<file path="src/core/chan_ctrl_regs.svh">
`ifndef CHAN_CTRL_REGS_SVH
`define CHAN_CTRL_REGS_SVH
// register addresses
`define CFG_FIRST_ADDR 8'h01
`define CFG_LAST_ADDR 8'h04
`define CTRL_ADDR 8'h05
`define MODE_FIRST_ADDR 8'h06
`define MODE_LAST_ADDR 8'h11
// reset values
`define CFG_RESET 8'h0A
`define MODE_RESET 8'h00
`define CTRL_RESET 8'h00
`define UNMAPPED_DATA 8'h00
// control register field positions
`define SRC_LSB 4
`define ON_LSB 0
// store layout and byte framing
`define CFG_WORDS 4
`define MEM_WORDS 16
`define MODE_IDX_BASE 4'h4
`define BYTE_BITS 4'h8
`endif

</file>
<file path="src/core/chan_ctrl_pkg.sv">
package chan_ctrl_pkg;
  // serial target states, gray along the usual path
  typedef enum logic [3:0] {
    ST_IDLE = 4'h0,
    ST_ADDR = 4'h1,
    ST_ADDR_ACK = 4'h3,
    ST_PTR = 4'h2,
    ST_PTR_ACK = 4'h6,
    ST_WR = 4'h7,
    ST_WR_ACK = 4'h5,
    ST_RD = 4'h4,
    ST_RD_ACK = 4'hC
  } link_state_t;
  typedef logic [7:0] byte_t;
endpackage

</file>
<file path="src/core/line_events_if.sv">
`timescale 1ns/1ps
// bus line events passed from the sampler to the target logic
interface line_events_if;
  logic scl_rise;
  logic scl_fall;
  logic start;
  logic stop;
  logic sda;
  modport src (output scl_rise, output scl_fall, output start, output stop, output sda);
  modport snk (input scl_rise, input scl_fall, input start, input stop, input sda);
endinterface

</file>
<file path="src/core/line_sampler.sv">
`timescale 1ns/1ps
module line_sampler (
  input wire logic i_clk,
  input wire logic i_rst,
  input wire logic i_scl,
  input wire logic i_sda,
  line_events_if.src ev
);
  logic scl_q_r;
  logic sda_q_r;

  // previous line levels, idle bus is high
  always_ff @(posedge i_clk or posedge i_rst)
  begin
    if (i_rst)
    begin
      scl_q_r <= 1'b1;
      sda_q_r <= 1'b1;
    end
    else
    begin
      scl_q_r <= i_scl;
      sda_q_r <= i_sda;
    end
  end

  // edges and start/stop conditions
  assign ev.scl_rise = i_scl & ~scl_q_r;
  assign ev.scl_fall = ~i_scl & scl_q_r;
  assign ev.start = scl_q_r & i_scl & sda_q_r & ~i_sda;
  assign ev.stop = scl_q_r & i_scl & ~sda_q_r & i_sda;
  assign ev.sda = i_sda;
endmodule // line_sampler

</file>
<file path="src/core/reg_store.sv">
`timescale 1ns/1ps
`include "chan_ctrl_regs.svh"
module reg_store #(
  parameter int WORDS = `MEM_WORDS,
  parameter int CFG_WORDS = `CFG_WORDS
) (
  input wire logic i_clk,
  input wire logic i_rst,
  input wire logic i_we,
  input wire logic [3:0] i_widx,
  input wire logic [7:0] i_wdata,
  input wire logic [3:0] i_ridx,
  output logic [7:0] o_rdata,
  output logic [8*CFG_WORDS-1:0] o_cfg
);
  logic [7:0] mem_r [WORDS];

  // config words first, mode words after; all return to defaults on reset
  always_ff @(posedge i_clk or posedge i_rst)
  begin
    if (i_rst)
    begin
      for (int k = 0; k < WORDS; k++)
        mem_r[k] <= (k < CFG_WORDS) ? `CFG_RESET : `MODE_RESET;
      o_rdata <= `MODE_RESET;
    end
    else
    begin
      if (i_we)
        mem_r[i_widx] <= i_wdata;
      o_rdata <= mem_r[i_ridx];
    end
  end

  // per-channel settings toward the switch
  for (genvar g = 0; g < CFG_WORDS; g++)
  begin : g_cfg
    assign o_cfg[8*g +: 8] = mem_r[g];
  end
endmodule // reg_store

</file>
<file path="src/core/quad_channel_enable_control.sv">
`timescale 1ns/1ps
`include "chan_ctrl_regs.svh"
// Summary of operation
// - after power-up every channel follows its own on-pin, not its register bit.
// - the control register sits at 05h, bits 7..4 pick the source of channels 4..1, reset 0.
// - under register control bits 3..0 switch channels 4..1, 0 off and 1 on.
// - one register write turns a register-controlled channel from off to on.
// - with all channels on register control one write switches them all at once.
// - registers are volatile and reset returns each of them to its default.
// - there are 17 writable registers: four config, one control, twelve mode.
// - every register reads back through the ordinary serial register read.
// - a pin-controlled channel is on whenever its on-pin is high.
// - with no programming each channel uses its default slew, delay and bleed settings.
// - moving a pin-enabled channel to register control with its bit at 0 turns it off.
// - a source select bit of 0 means pin control and 1 means register control.
// - the four config registers sit at 01h to 04h, one per channel.
// - the twelve mode registers sit at 06h to 11h.
module quad_channel_enable_control #(
  parameter logic [6:0] DEV_ADDR = 7'h2A // arbitrary default target address
) (
  input wire logic i_clk,
  input wire logic i_rst,
  input wire logic i_scl,
  input wire logic i_sda,
  output logic o_sda,
  output logic o_sda_oe_n,
  input wire logic [3:0] i_channel_on_pin,
  output logic [3:0] o_channel_output,
  output logic [31:0] o_chan_cfg
);
  chan_ctrl_pkg::link_state_t state_r, state_nxt;
  logic [3:0] cnt_r, cnt_nxt;
  chan_ctrl_pkg::byte_t shift_r, shift_nxt;
  chan_ctrl_pkg::byte_t ptr_r, ptr_nxt;
  chan_ctrl_pkg::byte_t ctrl_r;
  chan_ctrl_pkg::byte_t wr_addr_r;
  chan_ctrl_pkg::byte_t wr_data_r;
  logic oe_n_r, oe_n_nxt;
  logic rw_r, rw_nxt;
  logic wr_r, wr_nxt;
  logic [3:0] chan_on_r;
  logic sda_low_r;
  logic [7:0] mem_rdata;

  line_events_if ev();

  // store index for config and mode addresses
  function automatic logic [3:0] store_idx(input logic [7:0] a);
    logic [7:0] d;
    d = (a <= `CFG_LAST_ADDR) ? (a - `CFG_FIRST_ADDR) : (a - 8'h02);
    return d[3:0];
  endfunction

  // address falls in the config or mode range
  function automatic logic in_store(input logic [7:0] a);
    logic hit_cfg;
    logic hit_mode;
    hit_cfg = (a >= `CFG_FIRST_ADDR) && (a <= `CFG_LAST_ADDR);
    hit_mode = (a >= `MODE_FIRST_ADDR) && (a <= `MODE_LAST_ADDR);
    return hit_cfg | hit_mode;
  endfunction

  line_sampler u_sampler (
    .i_clk(i_clk),
    .i_rst(i_rst),
    .i_scl(i_scl),
    .i_sda(i_sda),
    .ev(ev.src)
  );

  // byte framing and read source decode
  wire byte_done = (cnt_r == `BYTE_BITS);
  wire addr_match = (shift_r[7:1] == DEV_ADDR);
  wire ptr_is_ctrl = (ptr_r == `CTRL_ADDR);
  wire ptr_in_store = in_store(ptr_r);
  wire [3:0] rd_idx = store_idx(ptr_r);
  wire [7:0] rd_byte = ptr_is_ctrl ? ctrl_r : ptr_in_store ? mem_rdata : `UNMAPPED_DATA;
  wire [3:0] src_sel = ctrl_r[`SRC_LSB +: 4];
  wire [3:0] on_bits = ctrl_r[`ON_LSB +: 4];

  // write decode, config, control and mode words
  wire ctrl_we = wr_r && (wr_addr_r == `CTRL_ADDR);
  wire mem_we = wr_r && in_store(wr_addr_r);
  wire [3:0] mem_widx = store_idx(wr_addr_r);

  // source select: 0 follows the pin, 1 follows the stored bit
  wire [3:0] chan_on_nxt = (src_sel & on_bits)
    | (~src_sel & i_channel_on_pin);

  // serial target sequencing
  always_comb
  begin
    state_nxt = state_r;
    cnt_nxt = cnt_r;
    shift_nxt = shift_r;
    ptr_nxt = ptr_r;
    oe_n_nxt = oe_n_r;
    rw_nxt = rw_r;
    wr_nxt = 1'b0;
    if (ev.stop)
    begin
      state_nxt = chan_ctrl_pkg::ST_IDLE;
      oe_n_nxt = 1'b1;
    end
    else if (ev.start)
    begin
      state_nxt = chan_ctrl_pkg::ST_ADDR;
      cnt_nxt = 4'h0;
      oe_n_nxt = 1'b1;
    end
    else
    begin
      unique case (state_r)
        chan_ctrl_pkg::ST_IDLE:
          state_nxt = chan_ctrl_pkg::ST_IDLE;
        chan_ctrl_pkg::ST_ADDR, chan_ctrl_pkg::ST_PTR, chan_ctrl_pkg::ST_WR:
        begin
          if (ev.scl_rise && !byte_done)
          begin
            shift_nxt = {shift_r[6:0], ev.sda};
            cnt_nxt = cnt_r + 4'h1;
          end
          else if (ev.scl_fall && byte_done)
          begin
            cnt_nxt = 4'h0;
            oe_n_nxt = 1'b0;
            if (state_r == chan_ctrl_pkg::ST_ADDR)
            begin
              if (addr_match)
              begin
                state_nxt = chan_ctrl_pkg::ST_ADDR_ACK;
                rw_nxt = shift_r[0];
              end
              else
              begin
                state_nxt = chan_ctrl_pkg::ST_IDLE;
                oe_n_nxt = 1'b1;
              end
            end
            else if (state_r == chan_ctrl_pkg::ST_PTR)
            begin
              ptr_nxt = shift_r;
              state_nxt = chan_ctrl_pkg::ST_PTR_ACK;
            end
            else
            begin
              wr_nxt = 1'b1;
              ptr_nxt = ptr_r + 8'h01;
              state_nxt = chan_ctrl_pkg::ST_WR_ACK;
            end
          end
        end
        chan_ctrl_pkg::ST_ADDR_ACK, chan_ctrl_pkg::ST_RD_ACK:
        begin
          if (state_r == chan_ctrl_pkg::ST_RD_ACK && ev.scl_rise && ev.sda)
          begin
            state_nxt = chan_ctrl_pkg::ST_IDLE; // controller ends the read
          end
          else if (ev.scl_fall && (rw_r || state_r == chan_ctrl_pkg::ST_RD_ACK))
          begin
            shift_nxt = rd_byte;
            oe_n_nxt = rd_byte[7];
            cnt_nxt = 4'h1;
            ptr_nxt = ptr_r + 8'h01;
            state_nxt = chan_ctrl_pkg::ST_RD;
          end
          else if (ev.scl_fall)
          begin
            oe_n_nxt = 1'b1;
            state_nxt = chan_ctrl_pkg::ST_PTR;
          end
        end
        chan_ctrl_pkg::ST_PTR_ACK, chan_ctrl_pkg::ST_WR_ACK:
        begin
          if (ev.scl_fall)
          begin
            oe_n_nxt = 1'b1;
            state_nxt = chan_ctrl_pkg::ST_WR;
          end
        end
        chan_ctrl_pkg::ST_RD:
        begin
          if (ev.scl_fall && !byte_done)
          begin
            shift_nxt = {shift_r[6:0], 1'b0};
            oe_n_nxt = shift_r[6];
            cnt_nxt = cnt_r + 4'h1;
          end
          else if (ev.scl_fall)
          begin
            oe_n_nxt = 1'b1;
            cnt_nxt = 4'h0;
            state_nxt = chan_ctrl_pkg::ST_RD_ACK;
          end
        end
        default:
          state_nxt = chan_ctrl_pkg::ST_IDLE;
      endcase
    end
  end

  // target state registers
  always_ff @(posedge i_clk or posedge i_rst)
  begin
    if (i_rst)
    begin
      state_r <= chan_ctrl_pkg::ST_IDLE;
      cnt_r <= 4'h0;
      shift_r <= 8'h00;
      ptr_r <= 8'h00;
      oe_n_r <= 1'b1;
      rw_r <= 1'b0;
    end
    else
    begin
      state_r <= state_nxt;
      cnt_r <= cnt_nxt;
      shift_r <= shift_nxt;
      ptr_r <= ptr_nxt;
      oe_n_r <= oe_n_nxt;
      rw_r <= rw_nxt;
    end
  end

  // one-cycle write strobe with its address and data
  always_ff @(posedge i_clk or posedge i_rst)
  begin
    if (i_rst)
    begin
      wr_r <= 1'b0;
      wr_addr_r <= 8'h00;
      wr_data_r <= 8'h00;
    end
    else
    begin
      wr_r <= wr_nxt;
      if (wr_nxt)
      begin
        wr_addr_r <= ptr_r;
        wr_data_r <= shift_r;
      end
    end
  end

  // control register, cleared by every bias power cycle
  always_ff @(posedge i_clk or posedge i_rst)
  begin
    if (i_rst)
      ctrl_r <= `CTRL_RESET;
    else if (ctrl_we)
      ctrl_r <= wr_data_r;
  end

  // channel enables and open-drain data level
  always_ff @(posedge i_clk or posedge i_rst)
  begin
    if (i_rst)
    begin
      chan_on_r <= 4'h0;
      sda_low_r <= 1'b0;
    end
    else
    begin
      chan_on_r <= chan_on_nxt;
      sda_low_r <= 1'b0;
    end
  end

  reg_store #(
    .WORDS(`MEM_WORDS),
    .CFG_WORDS(`CFG_WORDS)
  ) u_store (
    .i_clk(i_clk),
    .i_rst(i_rst),
    .i_we(mem_we),
    .i_widx(mem_widx),
    .i_wdata(wr_data_r),
    .i_ridx(rd_idx),
    .o_rdata(mem_rdata),
    .o_cfg(o_chan_cfg)
  );

  assign o_sda = sda_low_r;
  assign o_sda_oe_n = oe_n_r;
  assign o_channel_output = chan_on_r;
endmodule // quad_channel_enable_control

</file>
<file path="config.mk">
export PLATFORM = sky130hd
export DESIGN_NAME = quad_channel_enable_control
export DESIGN_NICKNAME = d
export VERILOG_FILES = /design/src/core/chan_ctrl_pkg.sv /design/src/core/line_events_if.sv /design/src/core/line_sampler.sv /design/src/core/reg_store.sv /design/src/core/quad_channel_enable_control.sv
export VERILOG_INCLUDE_DIRS = /design/src /design/src/core
export SDC_FILE = /design/constraint.sdc
export NUM_CORES = 1
export LEC_CHECK = 0
export ABC_AREA = 1
export BUFFER_PORTS_ARGS = -buffer_cell sky130_fd_sc_hd__buf_2
export CAP_MARGIN = 0
export CORE_MARGIN = 3
export CORE_UTILIZATION = 40
export CTS_CLUSTER_DIAMETER = 40
export DETAILED_ROUTE_END_ITERATION = 10
export MAX_ROUTING_LAYER = met4
export PLACE_DENSITY = 0.67
export SLEW_MARGIN = 0
export SYNTH_ARGS = -nofsm -noshare
export SYNTH_HDL_FRONTEND = slang
export SYNTH_HIERARCHICAL = 1
export SYNTH_SLANG_ARGS = --single-unit
</file>
<file path="constraint.sdc">
create_clock -name i_clk -period 7.1 [get_ports i_clk]
set_clock_uncertainty 0.2 [all_clocks]
set_input_delay 0 -clock i_clk [delete_from_list [all_inputs] [get_ports i_clk]]
set_output_delay 0 -clock i_clk [all_outputs]
set_load 0.005 [all_outputs]
</file>
=== Yosys cells after proc, flatten, opt, wreduce, memory -nomap -nowiden ===
Index checks and enable logic that the tools add are counted.

* Bits in registers: 193
* Bits of input ports: 8
* Word-level logic and storage cells: 189

* Add/subtract/negate cells: 6
* Magnitude comparators: 11
* Eq/ne operators: 30
* Multiplexer cells: 62
* Bitwise operators: 22
* Reduce and logical (&&, ||, !) cells: 28

{| class="wikitable"
|+ Operators by type and width
! kind !! number
|-
| 128-bit bitwise mux || 1
|-
| 8-bit two-way mux || 15
|-
| 4-bit two-way mux || 20
|-
| 8-bit binary-select mux with 4-bit select || 1
|-
| 8-bit demux with 4-bit select || 1
|-
| 4-bit != test, second input constant || 8
|-
| 8-bit case mux with 3 select lines || 1
|-
| 1-bit two-way mux || 17
|-
| 4-bit by 3-bit == test with 1-bit output, second input constant || 4
|-
| 8-bit by 3-bit == test with 1-bit output, second input constant || 2
|-
| 8-bit by 1-bit >= comparator with 1-bit output, second input constant || 2
|-
| 8-bit by 3-bit >= comparator with 1-bit output, second input constant || 2
|-
| 8-bit by 3-bit less-or-equal comparator with 1-bit output, second input constant || 2
|-
| 8-bit by 5-bit less-or-equal comparator with 1-bit output, second input constant || 2
|-
| 4-bit case mux with 4 select lines || 1
|-
| 8-bit case mux with 2 select lines || 1
|-
| 2-bit != test, second input constant || 7
|-
| 7-bit AND reduction || 2
|-
| 1-bit logical AND || 13
|-
| 4-bit case mux with 3 select lines || 1
|-
| 6-bit AND reduction || 2
|-
| 5-bit >= comparator, second input constant || 2
|-
| 4-bit NOT with 5-bit output || 2
|-
| 8-bit by 1-bit adder with 8-bit output, second input constant || 1
|-
| other kinds (28) || 49
|}

=== Longest topological paths before layout ===
Gate-level depths: netlist of the first run.

* Depth in word-level cells: 10
* Gate-level depth with buffers: 15
* Mapped depth without buffers: 14

=== Cells and area by module ===
The synthesis of the first run kept the hierarchy.

{| class="wikitable"
|+ By module, submodules not included
! module !! instances !! cells an instance !! area each (um2) !! sequential area each (um2)
|-
| reg_store || 1 || 877 || 6,667.6 || 3,413.3
|-
| quad_channel_enable_control || 1 || 446 || 3,508.4 || 1,377.6
|-
| line_sampler || 1 || 15 || 105.1 || 52.6
|}

=== Least setup slack after synthesis of the first run ===
OpenSTA, ideal clock, no wires.

* Path kind: flip-flop to flip-flop
* Start point: register wr_addr_r[1]
* End point: register u_store/mem_r[72] (netlist bit)
* Setup time: 0.126 ns
* Data arrival time: 2.248 ns
* Required time: 6.774 ns
* Path slack: 4.526 ns
* Cell stages (with the launch flop): 12
* Clock period less this slack: 2.574 ns
* Cell sequence: dfrtp_1 inv_1 ha_1 nand2_1 nand2_1 nand3_1 inv_1 o21ai_0 nand3_1 nor3_4 buf_2 o21ai_0

* Cells in the longest elaborated chain, start to end: 8
* Elaborated cells between the ends (all ways): 18
* Those cells by class: add/sub: 2; order compare: 6; mux: 4; bitwise: 2; reduce/logical: 4

{| class="wikitable"
|+ Ends and longest elaborated chain
! what !! RTL line !! text
|-
| from (decl) || quad_channel_enable_control.sv:36 || <nowiki>chan_ctrl_pkg::byte_t wr_addr_r;</nowiki>
|-
| from (signal assigned) || quad_channel_enable_control.sv:239 || <nowiki>wr_addr_r <= ptr_r;</nowiki>
|-
| 8-bit by 3-bit less-or-equal comparator with 1-bit output (no line) (tied with other cells) || n/a ||
|-
| 4-bit two-way mux (*) || quad_channel_enable_control.sv:50 || <nowiki>d = (a <= `CFG_LAST_ADDR) ? (a - `CFG_FIRST_ADDR) : (a - 8'h02);</nowiki>
|-
| named net mem_widx[2] || quad_channel_enable_control.sv:84 || <nowiki>wire [3:0] mem_widx = store_idx(wr_addr_r);</nowiki>
|-
| 4-bit NOT with 5-bit output (implied by the code) (*) || reg_store.sv:30 || <nowiki>mem_r[i_widx] <= i_wdata;</nowiki>
|-
| 5-bit >= comparator (implied by the code) / 5-bit by 1-bit < comparator with 1-bit output (equally long branches) || reg_store.sv:30 ||
|-
| 1-bit logical AND (implied by the code) || reg_store.sv:30 ||
|-
| 8-bit two-way mux (implied by the code) || reg_store.sv:30 ||
|-
| 8-bit demux with 4-bit select (*) || reg_store.sv:30 ||
|-
| 128-bit bitwise mux (*) || reg_store.sv:30 ||
|-
| to (signal, indexed assignment) || reg_store.sv:24 || <nowiki>mem_r[k] <= (k < CFG_WORDS) ? `CFG_RESET : `MODE_RESET;</nowiki>
|-
| to (signal, indexed assignment) || reg_store.sv:30 ||
|-
| to (decl) || reg_store.sv:16 || <nowiki>logic [7:0] mem_r [WORDS];</nowiki>
|}

Mark *: on every way through the listed nets, which the timed path passes. The rest lies on a longest branch.
A chain may end at the register's enable or synchronous reset.

=== Worst setup path after layout of the first run ===
* Start point: register ptr_r[1]
* End point: register u_store.o_rdata[6]

* Cells in the longest elaborated chain, start to end: 6
* Elaborated cells between the ends (all ways): 8
* Those cells by class: add/sub: 2; order compare: 1; mux: 4; bitwise: 1

{| class="wikitable"
|+ Ends and longest elaborated chain
! what !! RTL line !! text
|-
| from (decl) || quad_channel_enable_control.sv:34 || <nowiki>chan_ctrl_pkg::byte_t ptr_r, ptr_nxt;</nowiki>
|-
| from (signal assigned) || quad_channel_enable_control.sv:219 || <nowiki>ptr_r <= ptr_nxt;</nowiki>
|-
| 8-bit by 3-bit less-or-equal comparator with 1-bit output (no line) || n/a ||
|-
| 4-bit two-way mux || quad_channel_enable_control.sv:50 ||
|-
| named net rd_idx[0] || quad_channel_enable_control.sv:76 || <nowiki>wire [3:0] rd_idx = store_idx(ptr_r);</nowiki>
|-
| 4-bit NOT with 5-bit output (implied by the code) || reg_store.sv:31 || <nowiki>o_rdata <= mem_r[i_ridx];</nowiki>
|-
| 8-bit binary-select mux with 4-bit select || reg_store.sv:31 ||
|-
| 8-bit two-way mux (implied by the code) (2 in a row) || reg_store.sv:31 ||
|-
| to (signal assigned) || reg_store.sv:25 || <nowiki>o_rdata <= `MODE_RESET;</nowiki>
|-
| to (signal assigned) || reg_store.sv:31 ||
|-
| to (decl) || reg_store.sv:13 || <nowiki>output logic [7:0] o_rdata,</nowiki>
|}

The timed path passes the listed nets, and every way through them passes these cells. The select of a mux whose other input is x is not followed.

==> out/metrics.cfg, run 1 <==
[floorplan]
die_w_um=166
ios=46
std_cell_rows=58
die_height_um=166
die_area_um2=27700
core_um2=25300
start_util=0.407

[sta]
fin_crit_sh=0.505
totalNegativeSetupSlack_ns=0
min_period_ns=3.59
setup_violations=0
slew_viol_final=0
slew_headroom=0.236
rsz0062_at_grt=no
setup_ws_ns=3.51
timing.final.hold_violations=0
worst_slew_pin_slew_ns=1.14
fmax_ghz=0.279

[grt]
grt_max_degree=90
first_global_vias=8089
grt.total_usage=0.197
grt_first_pass_wirelength_mm=43.0
antenna_found_initial=0
overflow=0

[layout]
syn_to_final_growth_pct=8.56
instances_no_fill=1667
num_antenna_cells=0
final_cell_area_um2=11200
drive_gt1_frac=0.115
final_nets=1348
fill_cells=2565

[synthesis]
synth_cells=1338
synth_top_area_frac=0.443
synth_top_area_cell=dfrtp_1
synthTopCellsByCount=nand2_1, dfrtp_1, o21ai_0, inv_1, nand3_1
synth_cell_types=44
yosysMostFrequentCell=nand2_1
synth_edf_count=0
syn_area_um2=10300
synthTopCellsByArea=dfrtp_1, nand2_1, o21ai_0
ys_seq_area_frac=0.471
syn_avg_cell_area_um2=7.68
ys_warn_count=6
synth_ff_type=dfrtp_1
yosys_register_bits=193
async_reset_ff_frac=1.00
synthesis.nets=1362

[routing]
drt_first_pass_iters=5
drt-total-wl_mm=26.2
detail-route-antenna-nets=0
drtIter0Drc=850
wl_per_cell_um=15.7
viasPerCell=5.08
vias=8472
drc=0

[placement]
portBuffers=44
dp.cells=1627
postPlaceCellArea_um2=10500
dp_hpwl_mm=17.9
post-place-ws_ns=3.63
gp_congestion=0.905

[setup_path]
cpPeakStageDelay_ns=0.63
required_ns=7.27
critPathMaxFanout=65
critPathKind=reg -> reg
crit_chain=inv_1, ha_1, nand2_1, nand2_1, nand2_1, xor2_4, buf_4, inv_2, nand2_1, nand3_1, nand3_1, nand3_1, nand2_1
slowest_stage=inv_2
arrival_ns=3.76
crit_path_end_kind=flop
startpoint_type=flop
cp_common_cell=nand2_1

[cts]
worstSkewPairLatency_ns=0.43
cts_buffers=17
cts_tree=built
ctsResizeCount=0
path_clk_slew_ns=0.08
cts_setup_buffers=0
clk_path_buf_depth=2
cts-htree-levels=4
cts_root_buffer=clkbuf_16
cts.sinks=193
cts-hold-fix-buffers=8

[power]
ir_drop_v=0.000291
p_leak_nw=5.47
power.total_w=0.00349
cellPowerDensity_nw_per_um2=312

[outcome]
status=completed

[min_path]
hold_class=in -> reg

[flow_run]
maxCapViolations=0

per-stage QoR:
step / util / hold slack, ns
after CTS: 0.442 / 0.0251
after global routing: 0.442 / 0.0323
after detailed placement: 0.415 / -0.212
final: 0.442 / 0.0437
after floorplan: - / -0.289
after global placement: 0.415 / -0.214
area by class of cell:
cell class / instances / area [um2] / area share
flip-flops and latches: 193 / 4840 / 0.434
clock inverters: 13 / 139 / 0.0124
repair buffers: 59 / 353 / 0.0316
clock buffers: 19 / 453 / 0.0406
inverters: 176 / 677 / 0.0607
well taps: 330 / 413 / 0.0370
multi-input cells: 877 / 4280 / 0.384
worst max-delay path, delay by kind of cell, from the launching register on:
family	cells	cell delay, ns
flip-flops	1	0.43
XOR/XNOR	1	0.16
AND/OR/NAND/NOR	8	1.13
adder cells (fa/ha/maj)	1	0.23
buffers and inverters	3	1.34
worst paths after layout:
check,from,to,slack [ns],depth (start not counted)
hold reg to reg,wr_addr_r[5],wr_addr_r[5],0.29,2
min in group asynchronous,i_rst,u_store/mem_r[85],0.10,3
hold / removal,i_scl,u_sampler/scl_q_r,0.04,2
max in group asynchronous,i_rst,wr_addr_r[2],5.38,5
setup / recovery,ptr_r[1],u_store/o_rdata[6],3.51,13
setup reg to reg,ptr_r[1],u_store/o_rdata[6],3.51,13
cell families (layout without fill, tap and decap cells):
family | count (synthesis) | count (layout) | share of synthesized area
AO/OA/AOI/OAI | 216 | 216 | 0.115
buffers and inverters | 268 | 267 | 0.115
AND/OR/NAND/NOR | 624 | 624 | 0.260
flip-flops | 193 | 193 | 0.471
XOR/XNOR | 8 | 8 | 0.00682
other | 1 | 1 | 0.000365
multiplexers | 12 | 12 | 0.0131
adder cells (fa/ha/maj) | 16 | 16 | 0.0195
registers in the layout (all words and copies together), names as in the netlist:
name               cells
ctrl_r                 8
u_sampler/scl_q_r      1
cnt_r                  4
state_r                4
u_store/o_rdata        8
rw_r                   1
shift_r                8
u_store/o_cfg         32
wr_data_r              8
u_sampler/sda_q_r      1
o_channel_output       4
o_sda_oe_n             1
ptr_r                  8
wr_addr_r              8
wr_r                   1
u_store/mem_r         96
routing by layer:
layer	vias up	wire (um)	global-route usage
li1	4165	-	-
met1	4029	11900	0.270
met2	243	12100	0.299
met3	35	1470	0.0340
met4	0	668	0.0646
met5	-	0	-
layout by cell type, fill, tap and decap left out, types with 9 or more instances in the layout:
cell       synthesis  routed
mux2_2            12      12
nor2_1            51      51
a21oi_1            9       9
dfrtp_1          182     182
dfstp_2           11      11
o21ai_0          177     175
buf_2             18      44
inv_1            167     165
ha_1              16      16
clkbuf_16          0      17
nand3_1          129     129
o211ai_1           9       9
nand2_1          411     411
power by group:
group,switching [W],internal [W]
clock network,0.000471,0.000488
registers,0.0000883,0.00119
logic,0.000856,0.000394
Power figures use the tool's default switching activity.
==> run 2: changes to the inputs <==
--- a/config.mk
+++ b/config.mk
@@ -6,7 +6,7 @@
 export SDC_FILE = /design/constraint.sdc
 export NUM_CORES = 1
 export LEC_CHECK = 0
-export ABC_AREA = 1
+export ABC_AREA = 0
 export BUFFER_PORTS_ARGS = -buffer_cell sky130_fd_sc_hd__buf_2
 export CAP_MARGIN = 0
 export CORE_MARGIN = 3
@@ -14,7 +14,7 @@
 export CTS_CLUSTER_DIAMETER = 40
 export DETAILED_ROUTE_END_ITERATION = 10
 export MAX_ROUTING_LAYER = met4
-export PLACE_DENSITY = 0.67
+export PLACE_DENSITY = 0.69
 export SLEW_MARGIN = 0
 export SYNTH_ARGS = -nofsm -noshare
 export SYNTH_HDL_FRONTEND = slang
==> constraint.sdc (replaced) <==
create_clock -name i_clk -period 3.1 [get_ports i_clk]
set_clock_uncertainty 0.2 [all_clocks]
set_input_delay 0 -clock i_clk [delete_from_list [all_inputs] [get_ports i_clk]]
set_output_delay 0 -clock i_clk [all_outputs]
set_load 0.005 [all_outputs]
==> run 2 against run 1 <==
Net effect: synthesized cell count is 43% lower; utilization increased by 2.6 points; register-to-register slack got worse by 3.4 ns; sequential share of layout area hardly changed; fmax is 20% higher; sequential power grew 99%; hold slack lost 0.016 ns; largest power group unchanged.
==> out/metrics.cfg, run 2 <==
[cts]
path_clk_slew_ns=0.09
cts.sinks=193
worstSkewPairLatency_ns=0.46
cts_buffers=17
cts_tree=built
cts_root_buffer=clkbuf_16
cts-htree-levels=4
clk_path_buf_depth=2

[grt]
grt_first_pass_wirelength_mm=36.3
overflow=0
grt_max_degree=87
first_global_vias=6546
grt.total_usage=0.178
antenna_found_initial=0

[sta]
slew_headroom=0.509
min_period_ns=2.98
fin_crit_sh=0.962
whs_ns=0.0273
fmax_ghz=0.335
slew_viol_final=0
totalNegativeSetupSlack_ns=0
setup_violations=0
timing.final.hold_violations=0
rsz0062_at_grt=no
worst_slew_pin_slew_ns=0.737

[layout]
syn_to_final_growth_pct=13.3
final_nets=822
largest_reg_flops=96
fill_cells=2140
top_register=u_store/mem_r
multiInputGateArea_um2=4520
regArea_um2=4840
num_antenna_cells=0
drive_gt1_frac=0.434
final_cell_mix=dfrtp_1, mux2_2, buf_2, nand2_1, buf_4
final_common_cell=dfrtp_1

[power]
cellPowerDensity_nw_per_um2=457
p_comb_frac=0.026
power.total_w=0.00509
p_int_w=0.00374
ir_drop_v=0.000353
p_sw_w=0.00135
p_clk_frac=0.474
p_seq_frac=0.500
swShare=0.266
p_leak_nw=5.30

[floorplan]
die_w_um=163
std_cell_rows=56
core_um2=23800
start_util=0.413
die_height_um=163
ios=46
die_area_um2=26500

[placement]
portBuffers=44
dp_hpwl_mm=14.5
gp_congestion=0.859

[synthesis]
synth_top_area_cell=dfrtp_1
synth_cell_types=74
synth_cells=765
syn_area_um2=9850
synthTopCellsByCount=dfrtp_1, mux2_2, buf_4, nand2_1, mux4_2
synth_top_area_frac=0.463
synthTopCellsByArea=dfrtp_1, mux2_2, mux4_2
yosys_register_bits=193
ys_seq_area_frac=0.492
syn_avg_cell_area_um2=12.9
yosysMostFrequentCell=dfrtp_1
async_reset_ff_frac=1.00
synth_ff_type=dfrtp_1
ys_warn_count=6
synth_edf_count=0
synthesis.nets=789

[setup_path]
r2r_slack_ns=0.12
slowest_stage=or4_1
critPathKind=reg -> reg
cpPeakStageDelay_ns=0.49
critPathMaxFanout=8
crit_path_end_kind=flop
startpoint_type=flop
required_ns=3.23
cp_common_cell=buf_4
crit_chain=inv_1, ha_1, a21o_1, and3_2, nand3_1, nand2_1, xnor2_2, buf_4, or4_1, buf_4, mux2_4
rr_worst_depth=11
regToRegEndpoint=u_store/o_cfg[15]
arrival_ns=3.11
reg2reg_from=wr_addr_r[1]

[min_path]
worstHoldStart=i_scl
hold_class=in -> reg
holdPathStages=2
min_to=u_sampler/scl_q_r

[routing]
vias=6253
drtIter0Drc=316
drc=0
drt_first_pass_iters=4
drt-total-wl_mm=21.8
detail-route-antenna-nets=0
viasPerCell=5.53
wl_per_cell_um=19.3

[outcome]
status=completed

[flow_run]
maxCapViolations=0

-- run 2: changes by cell type after synthesis, sizes merged, moves of 20 or more --
cell / delta
mux2: +143
o21ai: -166
nor2: -20
inv: -159
nand3: -115
nand2: -377
mux4: +32
-- run 2: per-stage QoR --
stage                util  std cells  area, um2  worst slack, ns
finish              0.468       1130      11200            0.119
detailed placement  0.436       1089      10400            0.136
global route        0.468       1130      11200           0.0197
global placement    0.436       1089      10400            0.170
floorplan               -        765       9850            0.247
CTS                 0.467       1129      11100           0.0635
-- run 2: cell type report --
type / count / share of cell area
well taps: 319 / 0.0358
clock buffers: 17 / 0.0381
multi-input cells: 478 / 0.405
clock inverters: 15 / 0.0212
inverters: 15 / 0.00539
flip-flops and latches: 193 / 0.434
repair buffers: 93 / 0.0601
-- run 2: logic make-up (layout without fill, tap and decap cells) --
logic type,count (synthesis),count (layout),synth area share
multiplexers,194,194,0.261
flip-flops,193,193,0.492
AND/OR/NAND/NOR,157,157,0.0896
AO/OA/AOI/OAI,102,102,0.0757
buffers and inverters,94,140,0.0544
adder cells (fa/ha/maj),16,16,0.0203
XOR/XNOR,8,8,0.00712
other,1,1,0.000381
-- run 2: what timing repair did --
| item | 4_1_cts | 5_1_grt |
|---|---|---|
| endpoints found under the hold margin | 202 | 0 |
| setup buffers | 0 | 1 |
| hold buffers | 8 | 0 |
| setup endpoints to repair | 0 | 86 |
| gates resized for setup | 0 | 6 |
-- run 2: worst max path at each step --
stage	cells after the start	slack, ns	to	startpoint
2_1_floorplan	10	0.25	u_store/o_cfg[10]	wr_addr_r[1]
3_3_place_gp	11	0.17	u_store/o_cfg[8]	wr_addr_r[1]
3_5_place_dp	11	0.14	u_store/o_cfg[10]	wr_addr_r[1]
4_1_cts	10	0.06	u_store/mem_r[92]	wr_addr_r[1]
5_1_grt	11	0.02	u_store/o_cfg[10]	wr_addr_r[1]
6_report	11	0.12	u_store/o_cfg[15]	wr_addr_r[1]
-- run 2: power by group through the flow --
stage / sequential (W) / combinational (W) / clock, W
floorplan: 0.00259 / 0.0000881 / 0
global placement: 0.00260 / 0.000125 / 0
detailed placement: 0.00260 / 0.000128 / 0
CTS: 0.00255 / 0.000136 / 0.00247
global route: 0.00255 / 0.000155 / 0.00257
finish: 0.00255 / 0.000130 / 0.00241
-- run 2: layer usage --
| layer | vias to the layer above | GRT usage | part of all wire |
|---|---|---|---|
| li1 | 2856 | - | - |
| met1 | 3257 | 0.240 | 0.46 |
| met2 | 114 | 0.279 | 0.49 |
| met3 | 26 | 0.0366 | 0.036 |
| met4 | 0 | 0.0446 | 0.015 |
| met5 | - | - | 0 |
-- run 2: critical path, delay by kind of cell, from the launching register on --
kind / cells / cell delay, ns
flip-flops: 1 / 0.37
buffers and inverters: 3 / 0.46
adder cells (fa/ha/maj): 1 / 0.20
AND/OR/NAND/NOR: 4 / 0.95
multiplexers: 1 / 0.30
XOR/XNOR: 1 / 0.19
AO/OA/AOI/OAI: 1 / 0.19
